[src/pkg/clh_consts.vh]
// constants for the character display instruction port
`ifndef CLH_CONSTS_VH
`define CLH_CONSTS_VH

// clock period and execution times, in ns
`define CLH_CLK_NS 25
`define CLH_T_CLEAR_NS 1530000
`define CLH_T_HOME_NS 1530000
`define CLH_T_CMD_NS 39000
`define CLH_T_DATA_NS 43000

// execution times in clock cycles, rounded up
`define CLH_CYC_CLEAR ((`CLH_T_CLEAR_NS + `CLH_CLK_NS - 1) / `CLH_CLK_NS)
`define CLH_CYC_HOME ((`CLH_T_HOME_NS + `CLH_CLK_NS - 1) / `CLH_CLK_NS)
`define CLH_CYC_CMD ((`CLH_T_CMD_NS + `CLH_CLK_NS - 1) / `CLH_CLK_NS)
`define CLH_CYC_DATA ((`CLH_T_DATA_NS + `CLH_CLK_NS - 1) / `CLH_CLK_NS)
`define CLH_BUSY_W 16

// memory sizes
`define CLH_TEXT_DEPTH 128
`define CLH_GLYPH_DEPTH 64

// reset and fixed values
`define CLH_SPACE_CODE 8'h20
`define CLH_HOME_ADDR 7'h00
`define CLH_RST_WIDTH8 1'b1
`define CLH_RST_STEP_UP 1'b1

// register byte offsets
`define CLH_AXI_AW 12
`define CLH_REG_STATUS 12'h000
`define CLH_REG_SETTINGS 12'h004
`define CLH_REG_PEEK_ADDR 12'h008
`define CLH_REG_PEEK_DATA 12'h00C

// status register fields
`define CLH_ST_AC_LSB 0
`define CLH_ST_BUSY 7
`define CLH_ST_GLYPH 8
`define CLH_ST_WIDTH8 9
`define CLH_ST_NIBBLE 10

// settings register fields
`define CLH_SE_DISP 0
`define CLH_SE_CURSOR 1
`define CLH_SE_BLINK 2
`define CLH_SE_LINES 3
`define CLH_SE_FONT 4
`define CLH_SE_STEP_UP 5
`define CLH_SE_SHIFT_EN 6
`define CLH_SE_OFFSET_LSB 8

// bus responses
`define CLH_RESP_OKAY 2'b00
`define CLH_RESP_SLVERR 2'b10

`endif

[src/clh_instr_port.v]
// instruction interpreter of a character display controller, host bus side
//
// Chosen here: the AXI4-Lite register port and the placing of the registers.
`timescale 1ns/10ps
`include "clh_consts.vh"

module clh_instr_port #(
    parameter integer CLEAR_CYCLES = `CLH_CYC_CLEAR,
    parameter integer HOME_CYCLES = `CLH_CYC_HOME
) (
    input wire clock_i,
    input wire rstn_i,
    input wire register_select_i,
    input wire read_write_i,
    input wire strobe_i,
    input wire [7:0] bus_lines_i,
    output reg [7:0] bus_lines_o,
    output wire [7:0] bus_lines_oe_o,
    input wire [`CLH_AXI_AW-1:0] s_axi_awaddr_i,
    input wire s_axi_awvalid_i,
    output wire s_axi_awready_o,
    input wire [31:0] s_axi_wdata_i,
    input wire [3:0] s_axi_wstrb_i,
    input wire s_axi_wvalid_i,
    output wire s_axi_wready_o,
    output reg [1:0] s_axi_bresp_o,
    output reg s_axi_bvalid_o,
    input wire s_axi_bready_i,
    input wire [`CLH_AXI_AW-1:0] s_axi_araddr_i,
    input wire s_axi_arvalid_i,
    output wire s_axi_arready_o,
    output reg [31:0] s_axi_rdata_o,
    output reg [1:0] s_axi_rresp_o,
    output reg s_axi_rvalid_o,
    input wire s_axi_rready_i
);

    localparam integer CMD_CYCLES = `CLH_CYC_CMD;
    localparam integer DATA_CYCLES = `CLH_CYC_DATA;
    localparam [`CLH_BUSY_W-1:0] BUSY_ZERO = 16'h0000;
    localparam [`CLH_BUSY_W-1:0] BUSY_ONE = 16'h0001;

    // pin synchronisers
    reg strobe_s1, strobe_s2, strobe_d;
    reg select_s1, select_s2;
    reg rw_s1, rw_s2;
    reg [7:0] lines_s1, lines_s2;

    // values seen while the strobe is high, used at its fall
    reg cap_select;
    reg cap_rw;
    reg [7:0] cap_lines;

    // interpreter state
    reg width8;
    reg nib_second;
    reg [3:0] hi_nib;
    reg [6:0] address_counter;
    reg sel_glyph;
    reg step_up;
    reg whole_view_shift;
    reg disp_on;
    reg cursor_on;
    reg blink_on;
    reg two_lines;
    reg tall_font;
    reg [6:0] view_offset;
    reg [7:0] out_data;
    reg [`CLH_BUSY_W-1:0] busy_count;
    reg [7:0] text_mem [0:`CLH_TEXT_DEPTH-1];
    reg [7:0] glyph_mem [0:`CLH_GLYPH_DEPTH-1];
    integer i;

    // bus slave state
    reg aw_got;
    reg w_got;
    reg [`CLH_AXI_AW-1:0] aw_addr;
    reg [31:0] w_data;
    reg [3:0] w_strb;
    reg [6:0] peek_addr;

    wire internal_operation_flag = (busy_count != BUSY_ZERO);
    wire strobe_fall = strobe_d & ~strobe_s2;
    wire byte_done = strobe_fall & (width8 | nib_second);
    wire [7:0] full_byte = width8 ? cap_lines : {hi_nib, cap_lines[7:4]};
    // while busy only the status read is honoured; the host is expected to poll
    wire take_cmd = byte_done & ~cap_select & ~cap_rw & ~internal_operation_flag;
    wire take_wr = byte_done & cap_select & ~cap_rw & ~internal_operation_flag;
    wire take_rd = byte_done & cap_select & cap_rw & ~internal_operation_flag;

    // counter step; glyph addresses wrap within six bits
    function [6:0] stepped;
        input [6:0] addr;
        input up;
        input glyph;
        reg [6:0] raw;
        begin
            raw = up ? addr + 7'h01 : addr - 7'h01;
            stepped = glyph ? {1'b0, raw[5:0]} : raw;
        end
    endfunction

    wire [6:0] next_ac = stepped(address_counter, step_up, sel_glyph);
    wire [6:0] shift_ac = stepped(address_counter, full_byte[2], sel_glyph);
    wire [7:0] next_ac_byte = sel_glyph ? glyph_mem[next_ac[5:0]] : text_mem[next_ac];
    wire [7:0] status_byte = {internal_operation_flag, address_counter};
    wire [7:0] read_byte = select_s2 ? out_data : status_byte;
    wire drive_bus = strobe_s2 & rw_s2;

    // lower lines stay released in 4-bit width
    assign bus_lines_oe_o = {{4{drive_bus}}, {4{drive_bus & width8}}};

    always @(posedge clock_i) begin
        if (!rstn_i) begin
            strobe_s1 <= 1'b0;
            strobe_s2 <= 1'b0;
            strobe_d <= 1'b0;
            select_s1 <= 1'b0;
            select_s2 <= 1'b0;
            rw_s1 <= 1'b0;
            rw_s2 <= 1'b0;
            lines_s1 <= 8'h00;
            lines_s2 <= 8'h00;
            cap_select <= 1'b0;
            cap_rw <= 1'b0;
            cap_lines <= 8'h00;
            bus_lines_o <= 8'h00;
        end else begin
            strobe_s1 <= strobe_i;
            strobe_s2 <= strobe_s1;
            strobe_d <= strobe_s2;
            select_s1 <= register_select_i;
            select_s2 <= select_s1;
            rw_s1 <= read_write_i;
            rw_s2 <= rw_s1;
            lines_s1 <= bus_lines_i;
            lines_s2 <= lines_s1;
            if (strobe_s2) begin
                cap_select <= select_s2;
                cap_rw <= rw_s2;
                cap_lines <= lines_s2;
            end
            if (width8) begin
                bus_lines_o <= read_byte;
            end else if (nib_second) begin
                bus_lines_o <= {read_byte[3:0], 4'h0};
            end else begin
                bus_lines_o <= {read_byte[7:4], 4'h0};
            end
        end
    end

    // nibble sequencing and instruction execution
    always @(posedge clock_i) begin
        if (!rstn_i) begin
            width8 <= `CLH_RST_WIDTH8;
            nib_second <= 1'b0;
            hi_nib <= 4'h0;
            address_counter <= `CLH_HOME_ADDR;
            sel_glyph <= 1'b0;
            step_up <= `CLH_RST_STEP_UP;
            whole_view_shift <= 1'b0;
            disp_on <= 1'b0;
            cursor_on <= 1'b0;
            blink_on <= 1'b0;
            two_lines <= 1'b0;
            tall_font <= 1'b0;
            view_offset <= 7'h00;
            out_data <= 8'h00;
            busy_count <= BUSY_ZERO;
        end else begin
            if (strobe_fall && !width8) begin
                // flag only rises once the low nibble has arrived
                nib_second <= ~nib_second;
                if (!nib_second) begin
                    hi_nib <= cap_lines[7:4];
                end
            end
            if (internal_operation_flag) begin
                busy_count <= busy_count - BUSY_ONE;
            end
            if (take_cmd) begin
                busy_count <= CMD_CYCLES[`CLH_BUSY_W-1:0];
                casez (full_byte)
                    8'b1???????: begin
                        address_counter <= full_byte[6:0];
                        sel_glyph <= 1'b0;
                        out_data <= text_mem[full_byte[6:0]];
                    end
                    8'b01??????: begin
                        address_counter <= {1'b0, full_byte[5:0]};
                        sel_glyph <= 1'b1;
                        out_data <= glyph_mem[full_byte[5:0]];
                    end
                    8'b001?????: begin
                        width8 <= full_byte[4];
                        two_lines <= full_byte[3];
                        tall_font <= full_byte[2];
                        nib_second <= 1'b0;
                    end
                    8'b0001????: begin
                        if (full_byte[3]) begin
                            // the view moves, the counter does not
                            if (full_byte[2]) begin
                                view_offset <= view_offset - 7'h01;
                            end else begin
                                view_offset <= view_offset + 7'h01;
                            end
                        end else begin
                            address_counter <= shift_ac;
                            if (!sel_glyph) begin
                                out_data <= text_mem[shift_ac];
                            end
                        end
                    end
                    8'b00001???: begin
                        disp_on <= full_byte[2];
                        cursor_on <= full_byte[1];
                        blink_on <= full_byte[0];
                    end
                    8'b000001??: begin
                        step_up <= full_byte[1];
                        whole_view_shift <= full_byte[0];
                    end
                    8'b0000001?: begin
                        address_counter <= `CLH_HOME_ADDR;
                        sel_glyph <= 1'b0;
                        view_offset <= 7'h00;
                        busy_count <= HOME_CYCLES[`CLH_BUSY_W-1:0];
                    end
                    8'b00000001: begin
                        address_counter <= `CLH_HOME_ADDR;
                        sel_glyph <= 1'b0;
                        step_up <= 1'b1;
                        view_offset <= 7'h00;
                        busy_count <= CLEAR_CYCLES[`CLH_BUSY_W-1:0];
                    end
                    default: begin
                        busy_count <= BUSY_ZERO;
                    end
                endcase
            end
            if (take_wr) begin
                busy_count <= DATA_CYCLES[`CLH_BUSY_W-1:0];
                // out_data is left alone, so a following read sees the older byte
                address_counter <= next_ac;
                if (whole_view_shift && !sel_glyph) begin
                    if (step_up) begin
                        view_offset <= view_offset + 7'h01;
                    end else begin
                        view_offset <= view_offset - 7'h01;
                    end
                end
            end
            if (take_rd) begin
                busy_count <= DATA_CYCLES[`CLH_BUSY_W-1:0];
                address_counter <= next_ac;
                // prefetch for the next read, stepping the way step_up points; reset sets it to up
                out_data <= next_ac_byte;
            end
        end
    end

    // storage: no reset; text is undefined until cleared or written, glyphs until written
    always @(posedge clock_i) begin
        if (take_cmd && full_byte == 8'h01) begin
            for (i = 0; i < `CLH_TEXT_DEPTH; i = i + 1) begin
                text_mem[i] <= `CLH_SPACE_CODE;
            end
        end
        if (take_wr) begin
            if (sel_glyph) begin
                glyph_mem[address_counter[5:0]] <= full_byte;
            end else begin
                text_mem[address_counter] <= full_byte;
            end
        end
    end

    // register bus slave
    assign s_axi_awready_o = ~aw_got & ~s_axi_bvalid_o;
    assign s_axi_wready_o = ~w_got & ~s_axi_bvalid_o;
    assign s_axi_arready_o = ~s_axi_rvalid_o;

    wire aw_fire = s_axi_awvalid_i & s_axi_awready_o;
    wire w_fire = s_axi_wvalid_i & s_axi_wready_o;
    wire ar_fire = s_axi_arvalid_i & s_axi_arready_o;

    reg [31:0] next_rdata;
    reg [1:0] next_rresp;

    always @* begin
        next_rdata = 32'h0000_0000;
        next_rresp = `CLH_RESP_OKAY;
        case (s_axi_araddr_i)
            `CLH_REG_STATUS: begin
                next_rdata[`CLH_ST_AC_LSB +: 7] = address_counter;
                next_rdata[`CLH_ST_BUSY] = internal_operation_flag;
                next_rdata[`CLH_ST_GLYPH] = sel_glyph;
                next_rdata[`CLH_ST_WIDTH8] = width8;
                next_rdata[`CLH_ST_NIBBLE] = nib_second;
            end
            `CLH_REG_SETTINGS: begin
                next_rdata[`CLH_SE_DISP] = disp_on;
                next_rdata[`CLH_SE_CURSOR] = cursor_on;
                next_rdata[`CLH_SE_BLINK] = blink_on;
                next_rdata[`CLH_SE_LINES] = two_lines;
                next_rdata[`CLH_SE_FONT] = tall_font;
                next_rdata[`CLH_SE_STEP_UP] = step_up;
                next_rdata[`CLH_SE_SHIFT_EN] = whole_view_shift;
                next_rdata[`CLH_SE_OFFSET_LSB +: 7] = view_offset;
            end
            `CLH_REG_PEEK_ADDR: begin
                next_rdata[6:0] = peek_addr;
            end
            `CLH_REG_PEEK_DATA: begin
                next_rdata[7:0] = text_mem[peek_addr];
            end
            default: begin
                next_rresp = `CLH_RESP_SLVERR;
            end
        endcase
    end

    always @(posedge clock_i) begin
        if (!rstn_i) begin
            aw_got <= 1'b0;
            w_got <= 1'b0;
            aw_addr <= 12'h000;
            w_data <= 32'h0000_0000;
            w_strb <= 4'h0;
            peek_addr <= 7'h00;
            s_axi_bvalid_o <= 1'b0;
            s_axi_bresp_o <= `CLH_RESP_OKAY;
            s_axi_rvalid_o <= 1'b0;
            s_axi_rresp_o <= `CLH_RESP_OKAY;
            s_axi_rdata_o <= 32'h0000_0000;
        end else begin
            if (aw_fire) begin
                aw_got <= 1'b1;
                aw_addr <= s_axi_awaddr_i;
            end
            if (w_fire) begin
                w_got <= 1'b1;
                w_data <= s_axi_wdata_i;
                w_strb <= s_axi_wstrb_i;
            end
            if (aw_got && w_got && !s_axi_bvalid_o) begin
                aw_got <= 1'b0;
                w_got <= 1'b0;
                s_axi_bvalid_o <= 1'b1;
                if (aw_addr == `CLH_REG_PEEK_ADDR) begin
                    s_axi_bresp_o <= `CLH_RESP_OKAY;
                    if (w_strb[0]) begin
                        peek_addr <= w_data[6:0];
                    end
                end else begin
                    // only the peek index is writable
                    s_axi_bresp_o <= `CLH_RESP_SLVERR;
                end
            end else if (s_axi_bvalid_o && s_axi_bready_i) begin
                s_axi_bvalid_o <= 1'b0;
            end
            if (ar_fire) begin
                s_axi_rvalid_o <= 1'b1;
                s_axi_rdata_o <= next_rdata;
                s_axi_rresp_o <= next_rresp;
            end else if (s_axi_rvalid_o && s_axi_rready_i) begin
                s_axi_rvalid_o <= 1'b0;
            end
        end
    end

endmodule // clh_instr_port

[config.mk]
export PLATFORM = sky130hd
export DESIGN_NAME = clh_instr_port
export DESIGN_NICKNAME = d
export VERILOG_FILES = /design/src/clh_instr_port.v
export VERILOG_INCLUDE_DIRS = /design/src /design/src/pkg
export SDC_FILE = /design/constraint.sdc
export NUM_CORES = 2
export LEC_CHECK = 0
export BUFFER_PORTS_ARGS = -buffer_cell sky130_fd_sc_hd__buf_2
export CORE_ASPECT_RATIO = 0.8
export CORE_MARGIN = 3
export CORE_UTILIZATION = 30
export DETAILED_ROUTE_END_ITERATION = 7
export PLACE_DENSITY = 0.42
export RECOVER_POWER = 25
export SYNTH_ARGS = -nofsm -noshare
export SYNTH_HDL_FRONTEND = slang
export SYNTH_SLANG_ARGS = --single-unit
[constraint.sdc]
create_clock -name clock_i -period 13.07 [get_ports clock_i]
set_input_delay 1.307 -clock clock_i [delete_from_list [all_inputs] [get_ports clock_i]]
set_output_delay 1.307 -clock clock_i [all_outputs]
set_load 0.01 [all_outputs]
## Yosys cells after proc, flatten, opt, wreduce, memory -nomap -nowiden

Memories as Yosys holds them, arrays and structs flattened. A register that Yosys moved wholly into a read port is not among the register bits.
Cells that the tools add are included.

| operators by class | value |
|---|---|
| equal/unequal tests | 14 |
| reductions and logical operators | 38 |
| bitwise gates (word level) | 28 |
| mux-type cells | 59 |
| $add $sub $neg | 5 |

Operators by type and width:

| operator | count |
|---|---|
| $mux 7 | 17 |
| $mux 8 | 10 |
| $pmux 7 s4 | 2 |
| $eq 12x4->1 const B | 3 |
| $mux 16 | 2 |
| $pmux 16 s2 | 1 |
| $pmux 8 s3 | 1 |
| $mux 11 | 2 |
| $and 1x1->1 | 17 |
| $mux 1 | 16 |
| $reduce_bool 16->1 | 1 |
| $sub 16x1->16 const B | 1 |
| $add 7x1->7 const B | 2 |
| $pmux 7 s2 | 1 |
| $sub 7x1->7 const B | 2 |
| $eq 12x3->1 const B | 1 |
| $logic_not 12->1 | 1 |
| $reduce_and 2->1 | 6 |
| $reduce_bool 2->1 | 6 |
| $not 1->1 | 10 |
| $eq 8x1->1 const B | 1 |
| $reduce_bool 4->1 | 2 |
| $reduce_or 8->1 | 1 |
| $eq 7x1->1 const B | 1 |
| other kinds (22) | 37 |

| word-level totals | value |
|---|---|
| bits in writable memories | 1536 |
| memories kept | 2 |
| input port bits | 78 |
| output and inout bits | 57 |
| flip-flop bits (word level) | 143 |

Memories:

| memory | words | width | read ports | clocked after Yosys merged registers in | wr ports | RTL line | text |
|---|---|---|---|---|---|---|---|
| text_mem | 128 | 8 | 4 | 1 | 128 | clh_instr_port.v:70 | `` reg [7:0] text_mem [0:`CLH_TEXT_DEPTH-1]; `` |
| glyph_mem | 64 | 8 | 2 | 0 | 1 | clh_instr_port.v:71 | `` reg [7:0] glyph_mem [0:`CLH_GLYPH_DEPTH-1]; `` |

## Depth between registers and ports, before layout

| logic depth | value |
|---|---|
| depth after elaboration | 10 |
| gate-level depth with buffers | 20 |

## Worst setup path before layout

Ideal clock, no wire load.

| timing path | value |
|---|---|
| path type | register to register |
| from | register address_counter[0] |
| to | register out_data[2] |
| slack | 8.542 ns |
| arrival time | 4.391 ns |
| library setup time | 0.138 ns |
| required time | 12.932 ns |
| buffers on the path | 9 |
| period minus slack after synthesis | 4.528 ns |
| cell stages (with the launch flop) | 20 |
| path through | dfxtp_1 -> inv_2 -> buf_4 -> buf_2 -> buf_2 -> buf_2 -> buf_2 -> ha_1 -> xnor2_1 -> buf_2 -> buf_2 -> buf_1 -> buf_2 -> mux4_2 -> nand2_1 -> nand3_1 -> nand4_1 -> nand2_1 -> o41ai_1 -> a22oi_1 |

| between the ends | value |
|---|---|
| word-level cells in the longest chain between the ends | 9 |
| elaborated cells on any way between the ends | 14 |
| classes of those cells | 2 x add/sub; 10 x mux; 2 x memory |

Ends and longest elaborated chain:

| item | RTL line | text |
|---|---|---|
| start, declared | clh_instr_port.v:58 | `reg [6:0] address_counter;` |
| start signal, assigned | clh_instr_port.v:159 | `` address_counter <= `CLH_HOME_ADDR; `` |
| start signal, assigned | clh_instr_port.v:186 | `address_counter <= full_byte[6:0];` |
| start signal, assigned | clh_instr_port.v:191 | `address_counter <= {1'b0, full_byte[5:0]};` |
| $sub 7x1->7 / $add 7x1->7 (equally long branches) | clh_instr_port.v:98 | `raw = up ? addr + 7'h01 : addr - 7'h01;` |
| $mux 7 | clh_instr_port.v:98 |  |
| $mux 7 | clh_instr_port.v:99 | `stepped = glyph ? {1'b0, raw[5:0]} : raw;` |
| $mem_v2 128x8 | n/a |  |
| $mux 8 | clh_instr_port.v:211 | `if (!sel_glyph) begin` |
| $mux 8 | clh_instr_port.v:202 | `if (full_byte[3]) begin` |
| $pmux 8 s3 | clh_instr_port.v:184 | `casez (full_byte)` |
| $mux 8 | clh_instr_port.v:182 | `if (take_cmd) begin` |
| $mux 8 (*) | clh_instr_port.v:255 | `if (take_rd) begin` |
| end signal, assigned | clh_instr_port.v:188 | `out_data <= text_mem[full_byte[6:0]];` |
| end signal, assigned | clh_instr_port.v:193 | `out_data <= glyph_mem[full_byte[5:0]];` |
| end signal, assigned | clh_instr_port.v:259 | `out_data <= next_ac_byte;` |
| end, declared | clh_instr_port.v:68 | `reg [7:0] out_data;` |

Every way passes the cells marked *; elsewhere a longest branch is shown, timed or not. The select of a mux whose other input is x is not followed.
A chain may end at the register's enable or synchronous reset.

## Final worst setup path

| timing path | value |
|---|---|
| from | register width8 |
| to | register out_data[3] |

| between the ends | value |
|---|---|
| word-level cells in the longest chain between the ends | 9 |
| elaborated cells on any way between the ends | 25 |
| classes of those cells | 4 x eq/ne; 8 x mux; 8 x bitwise; 3 x reduce/logical; 2 x memory |

Ends and longest elaborated chain:

| item | RTL line | text |
|---|---|---|
| start, declared | clh_instr_port.v:55 | `reg width8;` |
| start signal, assigned | clh_instr_port.v:156 | `` width8 <= `CLH_RST_WIDTH8; `` |
| start signal, assigned | clh_instr_port.v:196 | `width8 <= full_byte[4];` |
| $mux 8 | clh_instr_port.v:85 | `wire [7:0] full_byte = width8 ? cap_lines : {hi_nib, cap_lines[7:4]};` |
| $mux 7 | clh_instr_port.v:98 |  |
| $mux 7 | clh_instr_port.v:99 |  |
| $mem_v2 128x8 | n/a |  |
| $mux 8 | clh_instr_port.v:211 |  |
| $mux 8 | clh_instr_port.v:202 |  |
| $pmux 8 s3 | clh_instr_port.v:184 |  |
| $mux 8 | clh_instr_port.v:182 |  |
| $mux 8 | clh_instr_port.v:255 |  |

Parallel ways exist; a longest one is shown, timed or not. The select of a mux whose other input is x is not followed.

==> run metrics <==
post-synthesis mux area share 0.258; Max IR drop VDD between 0.1 and 0.15 mV; DRT met1 WL 205 mm; Mean Syn Cell Area 11.7 sq um; Starting Density 0.303; Crit. End Element register; Synth Area in Compound Gates 0.0518; Root Buffer clkbuf_16; post-CTS setup buffer count 0; Post-Synth XOR/XNOR Area 0.00297; number of global-route vias before repair 76,449; Worst-path clk slew approximately 0.070 ns; cells along the critical path clkbuf_1 > mux2i_1 > clkinvlp_2 > nor2_4 > buf_4 > nand2_1 > a21oi_1 > nor3_1 > a311oi_1 > a211oi_1 > nor4_1 > a21oi_1; # IOs around 140; sequential area share after synthesis 0.482; largest net degree at the start of global routing roughly 140; GRT Total Usage 0.279; total power about 0.012 W; Port Buf Inserts 87; RSZ-0062 raised after global routing no; Main synth FF type edfxtp_1; path depth of the worst reg2reg path 12; Commonest cells post-synth nand2_1, edfxtp_1, nor2_1, mux4_2, nand3_1; Placement Cell Area ~0.11 sq mm; Die W about 660 um; highest metal used met5; largest family of logic cells by synthesized area multiplexers; final hold vios 0; Slew Limit Fails approximately 1,200; Slowest-stage cell, CP clkinvlp_2; flops & latches, synth 1,684; WP depth 12; Clock Skews 0.121 ns; number of buffers created by CTS 201; EDFF count, synth approximately 1,500; post-synth top area cell edfxtp_1; setup TNS 0 ns; CP max stage delay 2.27 ns; worst setup path category reg2reg; final net count 8,583; violated checks capacitance limit, slew limit; number of cell rows between 150 and 200; max_slew headroom -2.02; via/cell ratio 6.30; vias 83,106; initial DRC count 14,124; die height ~530 um; simple-gate share of the synthesized area 0.169; CP required 13.88 ns; ANT nets after route 0; share of Yosys cell area claimed by the top area cell type 0.453; DR DRC count 0; status finished, violations left; WL/cell 38.0 um; # clock sinks 1,684; first-pass GRT wire length around 670 mm; drt pass-1 iters 8; most common cell in the netlist nand2_1; Crit path top cell by count a21oi_1; H-tree levels 4; Max Cap Viol 32; Mapped Area between 0.1 and 0.15 sq mm; Final Cycle Share 0.738; Clock Latency Late Sink 0.95 ns; Post-Layout Inst Area 0.114 sq mm; Synth async-reset ratio 0; Hold-fix buffers, CTS 0; Peak Freq 104 MHz; CTS tree built; total leakage power between 30 and 40 nW; post-cts gate resize count 0; Worst Path Buf+Inv 3; Die ar. 0.347 sq mm; GR Overflow Total 0; Synth area leaders edfxtp_1, mux4_2, nand2_1; Worst Tran Pin Value 4.53 ns; met3 wire len 72.5 mm; final wirelength about 500 mm; highest net fanout along the worst path 36; initial antenna violation count 52; Critical Path Source Type register; synth-to-layout area growth 11.7%; Power Density 106 mW/mm^2; Core Footprint 0.336 sq mm; Final HPWL DP 334 mm; final setup fails 0; routed wire length on met2 about 200 mm; Yosys cell types 82; Synth Area in Adders 0.000860; CTS max path bufs 4; min Tclk post-route a little under 10 ns; WP data arrival 10.46 ns; CP delay by family, top buffers and inverters; Synth Warn # 0; hold path cells 1; layout cells sized above 1 0.197; hold crit path type reg2reg; fin util 0.338; gpl congestion 0.988; Post-Synthesis Cells a little under 9,000
## logic make-up after synthesis
kind of cell | count (synthesis)
AND/OR/NAND/NOR | 4094
flip-flops | 1684
multiplexers | 1327
buffers and inverters | 842
AO/OA/AOI/OAI | 744
XOR/XNOR | 32
adder cells (fa/ha/maj) | 7
other | 1
## worst reg2reg max path: cells and delay by family, from the launching register on
kind                   cells  cell delay (ns)
buffers and inverters      3             4.46
AND/OR/NAND/NOR            4             3.07
AO/OA/AOI/OAI              4             1.30
multiplexers               1             0.43
flip-flops                 1             0.33
## layer usage
metal	global-route usage	vias to the layer above
met5	0.00387	-
met4	0.108	24
met3	0.105	897
met2	0.378	6214
met1	0.398	43136
li1	-	32835
## sequential cells by signal, summed over array words and instances (netlist names), 4 cells and up, named ones only
| register | cells |
|---|---|
| address_counter | 7 |
| aw_addr | 12 |
| bus_lines_o | 8 |
| busy_count | 16 |
| cap_lines | 8 |
| glyph_mem | 512 |
| hi_nib | 4 |
| lines_s1 | 8 |
| lines_s2 | 8 |
| out_data | 8 |
| peek_addr | 7 |
| s_axi_rdata_o | 15 |
| text_mem | 1024 |
| view_offset | 7 |
| w_data | 7 |
## metrics by stage
step | worst slack, ns | std cells | hold slack, ns
CTS | 6.77 | 13166 | 0.440
global route | 3.30 | 13171 | 0.453
finish | 3.42 | 13186 | 0.431
floorplan | 8.54 | 8749 | 0.412
global placement | 6.77 | 12806 | 0.425
detailed placement | 6.75 | 12806 | 0.420
## power breakdown
part / internal (W) / leakage (nW) / switching [W] / total, W
Sequential: 0.00583 / 13.6 / 0.0000312 / 0.00586
Clock: 0.00328 / 3.17 / 0.00250 / 0.00578
Combinational: 0.000137 / 17.9 / 0.000321 / 0.000458
## final timing paths
check	from	end	slack, ns
setup / recovery	width8$_SDFFE_PN1P_	out_data[3]$_SDFFE_PN0P_	3.42
hold / removal	strobe_s1$_SDFF_PN0_	strobe_s2$_SDFF_PN0_	0.43
setup reg to reg	width8$_SDFFE_PN1P_	out_data[3]$_SDFFE_PN0P_	3.42
hold reg to reg	strobe_s1$_SDFF_PN0_	strobe_s2$_SDFF_PN0_	0.43
## layout by cell type, fill, tap and decap left out, drive strengths merged, types with 33 or more instances in the layout
master  count
a21oi     140
a22oi      81
a311oi     76
a31oi      83
a32oi      58
and2       37
and3       96
buf       291
clkbuf    317
clkinv     84
dfxtp     148
edfxtp   1536
mux2i     287
mux4     1035
nand2    1826
nand3     782
nand4      50
nor2     1154
nor3       53
nor4       33
o21ai      90
## cell type report
type | instances | area, sq um
Multi-Input combinational cell | 6223 | 49600
Clock buffer | 249 | 5430
Fill cell | 33204 | 223000
Tap cell | 4512 | 5650
Timing Repair Buffer | 359 | 2630
Clock inverter | 111 | 1080
Inverter | 29 | 133
Antenna cell | 19 | 47.5
Sequential cell | 1684 | 49100
Note: power is estimated with default switching activity, not from simulation.
